$ cat src/common/lca_consts.svh
`ifndef LCA_CONSTS_SVH
`define LCA_CONSTS_SVH

// ==========================================
// Register byte addresses
`define LCA_OFF_LUMA_OFFSET 8'h28
`define LCA_OFF_EVEN_CTRL   8'h2C
`define LCA_OFF_LUMA_GAIN   8'h30
`define LCA_OFF_U_GAIN      8'h34
`define LCA_OFF_V_GAIN      8'h38
`define LCA_OFF_ODD_CTRL    8'hAC

// ==========================================
// Reset values
`define LCA_RST_LUMA_OFFSET 8'h00
`define LCA_RST_CTRL        8'h20
`define LCA_RST_LUMA_GAIN   8'hD8
`define LCA_RST_U_GAIN      8'hFE
`define LCA_RST_V_GAIN      8'hB4
`define LCA_RD_UNMAPPED     8'h00

// ==========================================
// Unity gains and output limits
`define LCA_UNITY_LUMA 9'h0D8
`define LCA_UNITY_U    9'h0FE
`define LCA_UNITY_V    9'h0B4
`define LCA_Y_LO       8'h00
`define LCA_Y_HI       8'hFF
`define LCA_C_LO       8'h80
`define LCA_C_HI       8'h7F
`define LCA_Y_MID      8'h80
`define LCA_DELAY_W    10

`endif

$ cat src/common/lca_pkg.sv
package lca_pkg;
	typedef logic [7:0]         lca_byte_t;
	typedef logic [8:0]         lca_gain_t;
	typedef logic signed [10:0] lca_wide_t;
	typedef struct packed {
		logic luma_trap_bypass;
		logic yc_input_sel;
		logic luma_decim_bypass;
		logic chroma_order_invert;
		logic reserved;
		logic luma_gain_top_bit;
		logic u_gain_top_bit;
		logic v_gain_top_bit;
	} lca_ctrl_s;
endpackage

$ cat src/common/lca_samp_if.sv
`timescale 1ns/1ps
interface lca_samp_if;
	logic              valid;
	logic signed [8:0] samp;
	logic [8:0]        gain;
	logic              res_valid;
	logic signed [10:0] res;
	modport drv  (output valid, samp, gain, input res_valid, res);
	modport unit (input valid, samp, gain, output res_valid, res);
endinterface

$ cat src/rtl/lca_gain.sv
`timescale 1ns/1ps
`include "lca_consts.svh"
module lca_gain #(
	parameter logic [8:0] UNITY = `LCA_UNITY_LUMA
) (
	input wire logic clock,
	input wire logic rst,
	lca_samp_if.unit s
);
	import lca_pkg::*;

	// ==========================================
	// Scale by gain over unity, rounded half away from zero
	wire logic signed [19:0] prod = s.samp * $signed({1'b0, s.gain});
	wire logic signed [19:0] half = $signed({12'h000, UNITY[8:1]});
	wire logic signed [19:0] dvsr = $signed({11'h000, UNITY});
	wire logic signed [19:0] rnd  = prod[19] ? prod - half : prod + half;
	wire logic signed [19:0] quo  = rnd / dvsr;

	always_ff @(posedge clock) begin
		if (rst) begin
			s.res_valid <= 1'b0;
			s.res       <= '0;
		end else begin
			s.res_valid <= s.valid;
			if (s.valid) begin
				s.res <= quo[10:0]; // [RULE13] [RULE15] [RULE16]
			end
		end
	end
endmodule

$ cat src/rtl/lca_luma_chroma_adjust.sv
`timescale 1ns/1ps
`include "lca_consts.svh"
// How it works
// [RULE1] Signed brightness byte, -128 to +127, is added to every luma sample.
// [RULE2] One brightness unit moves luma by one LSB of the range.
// [RULE3] Brightness resets to zero so luma passes unchanged.
// [RULE4] Control bit 7 low inserts the luma notch, high bypasses it.
// [RULE5] Software keeps the notch bypassed for monochrome video.
// [RULE6] Control bit 6 high picks Y/C and drops notch; low picks composite.
// [RULE7] Control bit 5 low enables luma decimation, high bypasses; resets to one.
// [RULE8] Control bit 4 inverts the Cb/Cr order at line start.
// [RULE9] Even start delay with bit clear gives Cb first; odd needs bit set.
// [RULE10] Software writes only zero into reserved control bit 3.
// [RULE11] Control bit 2 is bit 8 above the luma gain low byte.
// [RULE12] Control bits 1 and 0 are bit 8 of U and V gains.
// [RULE13] Luma is multiplied by the 9-bit gain, 216 meaning unity.
// [RULE14] Both field control registers reset with only decimation bypass set.
// [RULE15] U gain scales U with 254 as unity; low byte resets there.
// [RULE16] V gain scales V with 180 as unity; low byte resets there.
// [RULE17] Start delay counts pixels from line reset fall to active video.
// [RULE18] Luma after gain and offset clamps to 0..255 instead of wrapping.
module lca_luma_chroma_adjust (
	input  wire logic               clock,
	input  wire logic               rst,
	input  wire logic [7:0]         reg_addr,
	input  wire lca_pkg::lca_byte_t reg_wdata,
	input  wire logic               reg_wr,
	input  wire logic               reg_rd,
	output lca_pkg::lca_byte_t      reg_rdata,
	input  wire logic               in_valid,
	input  wire lca_pkg::lca_byte_t in_y,
	input  wire lca_pkg::lca_byte_t in_u,
	input  wire lca_pkg::lca_byte_t in_v,
	input  wire logic               field_odd,
	input  wire logic               line_sync_reset,
	input  wire logic [9:0]         horiz_start_delay,
	output logic                    out_valid,
	output lca_pkg::lca_byte_t      out_y,
	output lca_pkg::lca_byte_t      out_u,
	output lca_pkg::lca_byte_t      out_v,
	output logic                    out_active,
	output logic                    out_is_cr,
	output logic                    luma_trap_on,
	output logic                    chroma_adc_on,
	output logic                    luma_decim_on,
	output logic                    yc_input_sel
);
	import lca_pkg::*;

	// ==========================================
	// Register file
	lca_byte_t luma_offset_reg;
	lca_ctrl_s even_field_misc_control;
	lca_byte_t luma_gain_low_reg;
	lca_byte_t u_gain_low_reg;
	lca_byte_t v_gain_low_reg;
	lca_ctrl_s odd_field_misc_control;

	wire logic hit_offset = reg_addr == `LCA_OFF_LUMA_OFFSET;
	wire logic hit_even   = reg_addr == `LCA_OFF_EVEN_CTRL;
	wire logic hit_lgain  = reg_addr == `LCA_OFF_LUMA_GAIN;
	wire logic hit_ugain  = reg_addr == `LCA_OFF_U_GAIN;
	wire logic hit_vgain  = reg_addr == `LCA_OFF_V_GAIN;
	wire logic hit_odd    = reg_addr == `LCA_OFF_ODD_CTRL;

	// Reserved bit 3 is stored as written; it steers nothing, so a nonzero
	// write is harmless here but reads back as written.
	always_ff @(posedge clock) begin
		if (rst) begin
			luma_offset_reg         <= `LCA_RST_LUMA_OFFSET; // [RULE3]
			even_field_misc_control <= `LCA_RST_CTRL; // [RULE14]
			odd_field_misc_control  <= `LCA_RST_CTRL; // [RULE14]
			luma_gain_low_reg       <= `LCA_RST_LUMA_GAIN;
			u_gain_low_reg          <= `LCA_RST_U_GAIN; // [RULE15]
			v_gain_low_reg          <= `LCA_RST_V_GAIN; // [RULE16]
		end else if (reg_wr) begin
			if (hit_offset) luma_offset_reg <= reg_wdata;
			if (hit_even) even_field_misc_control <= reg_wdata;
			if (hit_odd) odd_field_misc_control <= reg_wdata;
			if (hit_lgain) luma_gain_low_reg <= reg_wdata;
			if (hit_ugain) u_gain_low_reg <= reg_wdata;
			if (hit_vgain) v_gain_low_reg <= reg_wdata;
		end
	end

	wire lca_byte_t rd_mux =
		hit_offset ? luma_offset_reg :
		hit_even   ? lca_byte_t'(even_field_misc_control) :
		hit_lgain  ? luma_gain_low_reg :
		hit_ugain  ? u_gain_low_reg :
		hit_vgain  ? v_gain_low_reg :
		hit_odd    ? lca_byte_t'(odd_field_misc_control) :
		`LCA_RD_UNMAPPED;

	// A read in the same cycle as a write to that register returns the old value.
	always_ff @(posedge clock) begin
		if (rst) begin
			reg_rdata <= `LCA_RD_UNMAPPED;
		end else if (reg_rd) begin
			reg_rdata <= rd_mux;
		end
	end

	// ==========================================
	// Field control selection and gains
	wire lca_ctrl_s ctrl_sel = field_odd ? odd_field_misc_control : even_field_misc_control;
	wire lca_gain_t luma_gain = {ctrl_sel.luma_gain_top_bit, luma_gain_low_reg}; // [RULE11]
	wire lca_gain_t u_gain = {ctrl_sel.u_gain_top_bit, u_gain_low_reg}; // [RULE12]
	wire lca_gain_t v_gain = {ctrl_sel.v_gain_top_bit, v_gain_low_reg}; // [RULE12]

	// The downstream filters are outside this block; they follow these enables.
	wire logic next_trap_on = ~ctrl_sel.luma_trap_bypass & ~ctrl_sel.yc_input_sel; // [RULE4] [RULE6]

	always_ff @(posedge clock) begin
		if (rst) begin
			luma_trap_on  <= 1'b1;
			chroma_adc_on <= 1'b0;
			luma_decim_on <= 1'b0;
			yc_input_sel  <= 1'b0;
		end else begin
			luma_trap_on  <= next_trap_on;
			chroma_adc_on <= ctrl_sel.yc_input_sel; // [RULE6]
			luma_decim_on <= ~ctrl_sel.luma_decim_bypass; // [RULE7]
			yc_input_sel  <= ctrl_sel.yc_input_sel; // [RULE6]
		end
	end

	// ==========================================
	// Gain stage, one cycle
	lca_samp_if y_if ();
	lca_samp_if u_if ();
	lca_samp_if v_if ();

	assign y_if.valid = in_valid;
	assign y_if.samp  = $signed({1'b0, in_y});
	assign y_if.gain  = luma_gain; // [RULE13]
	assign u_if.valid = in_valid;
	assign u_if.samp  = $signed({in_u[7], in_u});
	assign u_if.gain  = u_gain; // [RULE15]
	assign v_if.valid = in_valid;
	assign v_if.samp  = $signed({in_v[7], in_v});
	assign v_if.gain  = v_gain; // [RULE16]

	lca_gain #(.UNITY(`LCA_UNITY_LUMA)) u_ygain (
		.clock (clock),
		.rst   (rst),
		.s     (y_if)
	);
	lca_gain #(.UNITY(`LCA_UNITY_U)) u_ugain (
		.clock (clock),
		.rst   (rst),
		.s     (u_if)
	);
	lca_gain #(.UNITY(`LCA_UNITY_V)) u_vgain (
		.clock (clock),
		.rst   (rst),
		.s     (v_if)
	);

	// ==========================================
	// Line start and chroma phase
	logic sync_prev;
	logic ph_active;
	logic ph_cr;

	// Line reset comes from the sync logic on this clock, so it is not resynchronised.
	always_ff @(posedge clock) begin
		if (rst) begin
			sync_prev <= 1'b0;
		end else begin
			sync_prev <= line_sync_reset;
		end
	end

	wire logic sync_fall = sync_prev & ~line_sync_reset; // [RULE17]

	lca_phase #(.DELAY_W(`LCA_DELAY_W)) u_phase (
		.clock        (clock),
		.rst          (rst),
		.sync_fall    (sync_fall),
		.pix_valid    (in_valid),
		.start_delay  (horiz_start_delay),
		.order_invert (ctrl_sel.chroma_order_invert), // [RULE8]
		.tag_active   (ph_active),
		.tag_cr       (ph_cr)
	);

	// ==========================================
	// Brightness and limiting
	// Offset is applied after gain, so brightness steps stay one LSB at any contrast.
	wire lca_wide_t luma_offset = lca_wide_t'($signed(luma_offset_reg));
	wire lca_wide_t y_sum = y_if.res + luma_offset; // [RULE1] [RULE2]
	wire logic y_neg = y_sum[10];
	wire logic y_big = ~y_sum[10] & |y_sum[9:8];
	wire lca_byte_t y_lim = y_neg ? `LCA_Y_LO : y_big ? `LCA_Y_HI : y_sum[7:0]; // [RULE18]

	function automatic lca_byte_t clamp_c(input lca_wide_t x);
		logic fits;
		fits = (x[10:7] == 4'h0) || (x[10:7] == 4'hF);
		return fits ? x[7:0] : (x[10] ? `LCA_C_LO : `LCA_C_HI);
	endfunction

	wire lca_byte_t u_lim = clamp_c(u_if.res);
	wire lca_byte_t v_lim = clamp_c(v_if.res);

	always_ff @(posedge clock) begin
		if (rst) begin
			out_valid  <= 1'b0;
			out_y      <= '0;
			out_u      <= '0;
			out_v      <= '0;
			out_active <= 1'b0;
			out_is_cr  <= 1'b0;
		end else begin
			out_valid <= y_if.res_valid;
			if (y_if.res_valid) begin
				out_y      <= y_lim;
				out_u      <= u_lim;
				out_v      <= v_lim;
				out_active <= ph_active;
				out_is_cr  <= ph_cr; // [RULE9]
			end
		end
	end
endmodule

$ cat src/rtl/lca_phase.sv
`timescale 1ns/1ps
`include "lca_consts.svh"
module lca_phase #(
	parameter int DELAY_W = `LCA_DELAY_W
) (
	input  wire logic               clock,
	input  wire logic               rst,
	input  wire logic               sync_fall,
	input  wire logic               pix_valid,
	input  wire logic [DELAY_W-1:0] start_delay,
	input  wire logic               order_invert,
	output logic                    tag_active,
	output logic                    tag_cr
);
	logic [DELAY_W-1:0] cnt;
	logic               active_r;
	logic               phase_r;
	logic               inv_line;

	// ==========================================
	// Pixel count since the line reset fell
	wire logic [DELAY_W-1:0] next_cnt = &cnt ? cnt : cnt + DELAY_W'(1);
	wire logic hit = pix_valid & ~active_r & (cnt == start_delay); // [RULE17]

	// A pixel that arrives in the fall cycle itself is tagged inactive and not counted.
	always_ff @(posedge clock) begin
		if (rst) begin
			cnt        <= '0;
			active_r   <= 1'b0;
			phase_r    <= 1'b0;
			inv_line   <= 1'b0;
			tag_active <= 1'b0;
			tag_cr     <= 1'b0;
		end else if (sync_fall) begin
			cnt        <= '0;
			active_r   <= 1'b0;
			phase_r    <= order_invert; // [RULE8]
			inv_line   <= order_invert;
			tag_active <= 1'b0;
		end else if (pix_valid) begin
			cnt        <= next_cnt;
			active_r   <= active_r | hit; // [RULE17]
			phase_r    <= ~phase_r;
			tag_active <= active_r | hit;
			tag_cr     <= phase_r; // [RULE9]
		end
	end
endmodule

$ cat config.mk
export PLATFORM = sky130hd
export DESIGN_NAME = lca_luma_chroma_adjust
export DESIGN_NICKNAME = d
export VERILOG_FILES = /design/src/common/lca_pkg.sv /design/src/common/lca_samp_if.sv /design/src/rtl/lca_gain.sv /design/src/rtl/lca_luma_chroma_adjust.sv /design/src/rtl/lca_phase.sv
export VERILOG_INCLUDE_DIRS = /design/src /design/src/common
export SDC_FILE = /design/constraint.sdc
export NUM_CORES = 1
export LEC_CHECK = 0
export BUFFER_PORTS_ARGS = -buffer_cell sky130_fd_sc_hd__buf_2
export CORE_MARGIN = 1.5
export CORE_UTILIZATION = 70
export CTS_BUF_LIST = sky130_fd_sc_hd__clkbuf_4 sky130_fd_sc_hd__clkbuf_8 sky130_fd_sc_hd__clkbuf_16
export DETAILED_ROUTE_END_ITERATION = 7
export HOLD_SLACK_MARGIN = 0.1
export PLACE_DENSITY = 0.89
export SLEW_MARGIN = 10
export SYNTH_ARGS = -nofsm -noshare
export SYNTH_HDL_FRONTEND = slang
export SYNTH_SLANG_ARGS = --single-unit
export TNS_END_PERCENT = 1
$ cat constraint.sdc
create_clock -name clock -period 43.6 [get_ports clock]
set_clock_uncertainty 0.15 [all_clocks]
set_input_delay 2.18 -clock clock [delete_from_list [all_inputs] [get_ports clock]]
set_output_delay 2.18 -clock clock [all_outputs]
set_load 0.02 [all_outputs]
### After elaboration in Yosys (flattened, before gate mapping)

Index checks and enable logic that the tools add are counted.
W data, S select, Z words.

| operators by class | value |
|---|---|
| $add $sub $neg | 8 |
| mux-type cells | 18 |
| equal/unequal tests | 9 |
| bitwise logic cells | 15 |
| divide/modulo/power cells | 3 |
| reductions and logical operators | 16 |
| multipliers | 3 |

Operator list:

| kind | count |
|---|---|
| $mux W8 | 13 |
| $add A20 B8 Y20 const B | 3 |
| $div A20 B9 Y20 const B | 3 |
| $mux W20 | 3 |
| $sub A20 B8 Y20 const B | 3 |
| $eq A8 B6 Y1 const B | 5 |
| $mul A8 B10 Y18 | 2 |
| $mul A8 B9 Y17 | 1 |
| $reduce_and A2 Y1 | 8 |
| $add A11 B8 Y11 | 1 |
| $add A10 B1 Y10 const B | 1 |
| $eq A10 B10 Y1 | 1 |
| $reduce_and A10 Y1 | 1 |
| $not A1 Y1 | 9 |
| $eq A4 B4 Y1 const B | 2 |
| $eq A8 B8 Y1 const B | 1 |
| $logic_not A4 Y1 | 2 |
| $and A1 B1 Y1 | 5 |
| $reduce_or A2 Y1 | 2 |
| $logic_or A1 B1 Y1 | 2 |
| $mux W1 | 2 |
| $reduce_bool A2 Y1 | 1 |
| $or A1 B1 Y1 | 1 |

| storage, ports and cells | value |
|---|---|
| bits in registers | 134 |
| input port bits | 57 |
| logic and storage cells | 111 |
| output and inout port bits | 39 |

### Logic depth before layout (Yosys ltp)

| depth | value |
|---|---|
| depth in word-level cells | 7 |
| gate-level depth with buffers | 71 |
| depth with buffers taken out | 63 |

### By module

Synthesis repeated with hierarchy kept, for this count alone.

| second synthesis, totals | value |
|---|---|
| cell total of the unflattened synthesis | 3859 |
| area, all modules | 30062.6 um2 |

By module, submodules not included:

| module | sequential area each (um2) | area an instance (um2) | times used | cells an instance |
|---|---|---|---|---|
| lca_gain at u_vgain | 240.2 | 8876.0 | 1 | 1199 |
| lca_gain at u_ugain | 240.2 | 8232.9 | 1 | 1096 |
| lca_gain at u_ygain | 240.2 | 8129.0 | 1 | 998 |
| lca_luma_chroma_adjust | 1741.7 | 4103.9 | 1 | 488 |
| lca_phase | 260.2 | 720.7 | 1 | 78 |

### Least setup slack after synthesis

OpenSTA, ideal clock, no wires.

| timing path | value |
|---|---|
| path kind | input to register |
| start point | in field_odd |
| end point | reg u_vgain.s.res[8] |
| required time | 43364 ps |
| arrival | 17943 ps |
| setup slack | 25422 ps |
| setup time | 86 ps |
| stages | 64 |
| buffers on the path | 7 |
| cells stage by stage | clkbuf_1 -> mux2i_1 -> nor2b_1 -> fa_1 -> fa_1 -> fa_1 -> inv_1 -> fa_1 -> inv_1 -> ha_1 -> a21oi_2 -> o21ai_1 -> a211o_1 -> o21ai_2 -> nand2_1 -> clkinv_1 -> clkbuf_1 -> clkbuf_1 -> [28 not listed] -> nor4_4 -> nor2_2 -> a311o_1 -> or2_0 -> buf_2 -> a31o_1 -> a22oi_2 -> a31o_4 -> a2111oi_2 -> o32a_1 -> a21oi_1 -> o21ba_1 -> ha_1 -> inv_1 -> nor3_1 -> a31oi_1 -> xor2_1 -> a211oi_1 |

| between the ends | value |
|---|---|
| cells in the longest elaborated chain, start to end | 5 |
| elaborated cells on any way between the ends | 6 |
| those cells by class | add/sub: 2; mul: 1; div: 1; mux: 2 |

RTL lines:

| element | line | RTL |
|---|---|---|
| from (decl) | lca_luma_chroma_adjust.sv:34 | `input wire logic field_odd,` |
| $mux W8 (*) | lca_luma_chroma_adjust.sv:106 | `wire lca_ctrl_s ctrl_sel = field_odd ? odd_field_misc_control : even_field_misc_control;` |
| $mul A8 B10 Y18 (*) | lca_gain.sv:14 | `wire logic signed [19:0] prod = s.samp * $signed({1'b0, s.gain});` |
| $add A20 B8 Y20 / $sub A20 B8 Y20 (equally long branches) | lca_gain.sv:17 | `wire logic signed [19:0] rnd = prod[19] ? prod - half : prod + half;` |
| $mux W20 (*) | lca_gain.sv:17 |  |
| $div A20 B9 Y20 (*) | lca_gain.sv:18 | `wire logic signed [19:0] quo = rnd / dvsr;` |
| to (signal assigned) | lca_gain.sv:27 | `s.res <= quo[10:0];` |
| to (decl) | lca_samp_if.sv:9 | `modport unit (input valid, samp, gain, output res_valid, res);` |

Mark *: on every way between the ends. The rest lies on a longest branch, timed or not.
A chain may end at the register's enable or synchronous reset.

### Worst setup path after layout

Ends and elaborated chain as after synthesis.

==> out/results.ini <==
[timing]
worst_pin_slew_ns=1.042
slew_viol_final=0
fin_crit_sh=0.4721
setup_viol=0
fin_crit_ns=20.58
fin_tns_setup_ns=0
max_slew_margin=0.3052
rsz0062_at_grt=false
fmax_mhz=48.58
finalHoldViolations=0

[die]
rows=67
ios=96
die_width_um=188.7
die_area_um2=35600
die_h_um=188.7
core_um2=33700
start_util=0.7162

[worst_hold_path]
holdPathStages=2
worstHoldEndpoint=even_field_misc_control[3]
hold_path_class=register to register
hp-start=even_field_misc_control[3]

[cts]
cts_max_path_buffers=2
clock-sinks=134
insertion_delay_ns=0.43
clk_pin_slew_ns=0.07
clockRootBuffer=clkbuf_16
cts_made_buffers=17
post_cts_resized=0
hold_buffers=0
cts.htree.levels=4
cts_tree=built
post_cts_buffers=0

[setup_path]
startpoint_type=input port
cpMostUsedCell=fa_1
rr_startpoint=odd_field_misc_control[0]
crit_arrival_ns=20.78
path_class=input port to register
r2r_end=u_vgain.s.res[8]
crit_fanout=31
cp.required_ns=43.80
rrSetupSlack_ns=24.73
cp_slowest_cell=mux2i_1
cp-startpoint=field_odd
ff2ff_path_depth=57
critPathCaptureType=register
slowest_delay_ns=0.81

[routing]
dr.pass1.iters=8
drtAntennaViolNets=0
drc=2
vias=25050
drt-total-wl_mm=68.77
wl_per_cell_um=18.62
drtIter0Drc=2383
viasPerCell=6.782

[cells_and_area]
nets=3583
reg_top3=u_ugain.s.res x11, u_vgain.s.res x11, u_ygain.s.res x11
syn_to_final_growth_pct=5.106
final_layout_size_suffix_gt1_frac=0.08308
final_cell_count_no_fill=3693

[synthesis]
synthesis.nets=3581
synth_top_area_share=0.1111
synth_area_um2=24140
synth_top_area_cell=dfxtp_1
syn_avg_cell_area_um2=7.489
synth_ff_type=dfxtp_1
synth.distinct_cells=129
synthArstFlopShare=0
synth-edff-count=0
synth.area.top_cells=dfxtp_1, fa_1, ha_1, xnor2_1, nand2_1
synth-seq-cells=134
ys_warn_count=0
yosys-top-cells-count=nand2_1, nor2_1, inv_1, a21oi_1, ha_1
synthCells=3223
ys_seq_area_frac=0.1111
yosysMostFrequentCell=nand2_1

[grt]
antenna_found_initial=9
grt_max_degree=99
grt_pass1_wl_mm=114.7
grt_pass1_vias=24200
track_usage=0.3815
overflow=0

[outcome]
status=complete, but fails checks
violations=DRC

[place]
dp_hpwl_mm=53.97
io_buffers=95
place_congestion=0.9373
place_inst=3654

[job]
cap_violations=0

metal layers:
metal | track usage | part of all wire | up-vias
li1 | - | - | 11670
met1 | 0.4598 | 0.39 | 11890
met2 | 0.6640 | 0.48 | 1208
met3 | 0.05196 | 0.074 | 279
met4 | 0.1929 | 0.051 | 4
met5 | 0 | 0.00035 | -
worst max-delay path, delay by kind of cell:
kind,cells,cell delay (ns)
fa+ha+maj,7,3.35
mux,3,1.56
xor+xnor,3,1.15
compound gates,26,7.07
simple gates,14,4.34
buf+inv,5,1.07
how the worst max path moves through the flow:
stage	endpoint	slack, ns	cells past startpoint
2_1_floorplan	u_vgain.s.res[8]	25.42	64
3_3_place_gp	u_vgain.s.res[8]	23.59	58
3_5_place_dp	u_vgain.s.res[8]	22.97	58
4_1_cts	u_vgain.s.res[8]	23.37	58
5_1_grt	u_vgain.s.res[8]	21.72	58
6_report	u_vgain.s.res[8]	23.02	58
area by class of cell:
class	instances	area, um^2
timing repair buffer	107	568.0
clock inverter	13	146.4
sequential	134	2683
clock buffer	19	446.7
tap	448	560.5
inverter	255	957.2
fill	2590	8330
multi-input combinational	2710	19990
antenna	7	17.52
cells in the final DEF, fill, tap and decap left out, types with 24 or more instances in the layout:
cell and count:
a2111oi_0 24, a211o_1 36, a211oi_1 55, a21o_1 35, a21oi_1 192, a31oi_1 40
and2_1 158, and3_1 45, buf_2 94, dfxtp_1 134, fa_1 131, ha_1 170
inv_1 252, mux2i_1 47, nand2_1 316, nand2b_1 27, nand3_1 107, nand4_1 35
nor2_1 263, nor3_1 114, nor4_1 37, o211ai_1 38, o21ai_0 121, o21ai_1 25
o21bai_1 24, or2_2 31, or3_1 29, xnor2_1 139, xor2_1 61
per-stage QoR:
stage | hold WS [ns] | instance area, um^2 | setup WS [ns] | utilization
CTS | 0.3166 | 25350 | 23.37 | 0.7523
finish | 0.3193 | 25370 | 23.02 | 0.7528
floorplan | 0.2817 | 24140 | 25.42 | -
global placement | 0.2879 | 24760 | 23.59 | 0.7347
global route | 0.3417 | 25370 | 21.72 | 0.7528
detailed placement | 0.3008 | 24760 | 22.97 | 0.7347
logic make-up (layout without fill, tap and decap cells):
logic type,count (synthesis),in the layout,share of synthesized area
AO/OA/AOI/OAI,869,869,0.2594
adder cells (fa/ha/maj),307,307,0.1993
AND/OR/NAND/NOR,1271,1271,0.2684
flip-flops,134,134,0.1111
other,0,7,0
XOR/XNOR,204,204,0.07584
multiplexers,59,59,0.02524
buffers and inverters,379,394,0.06065
Power is not shown: default switching activity piles up to over one toggle a cycle in this logic, so the estimate is an artifact.
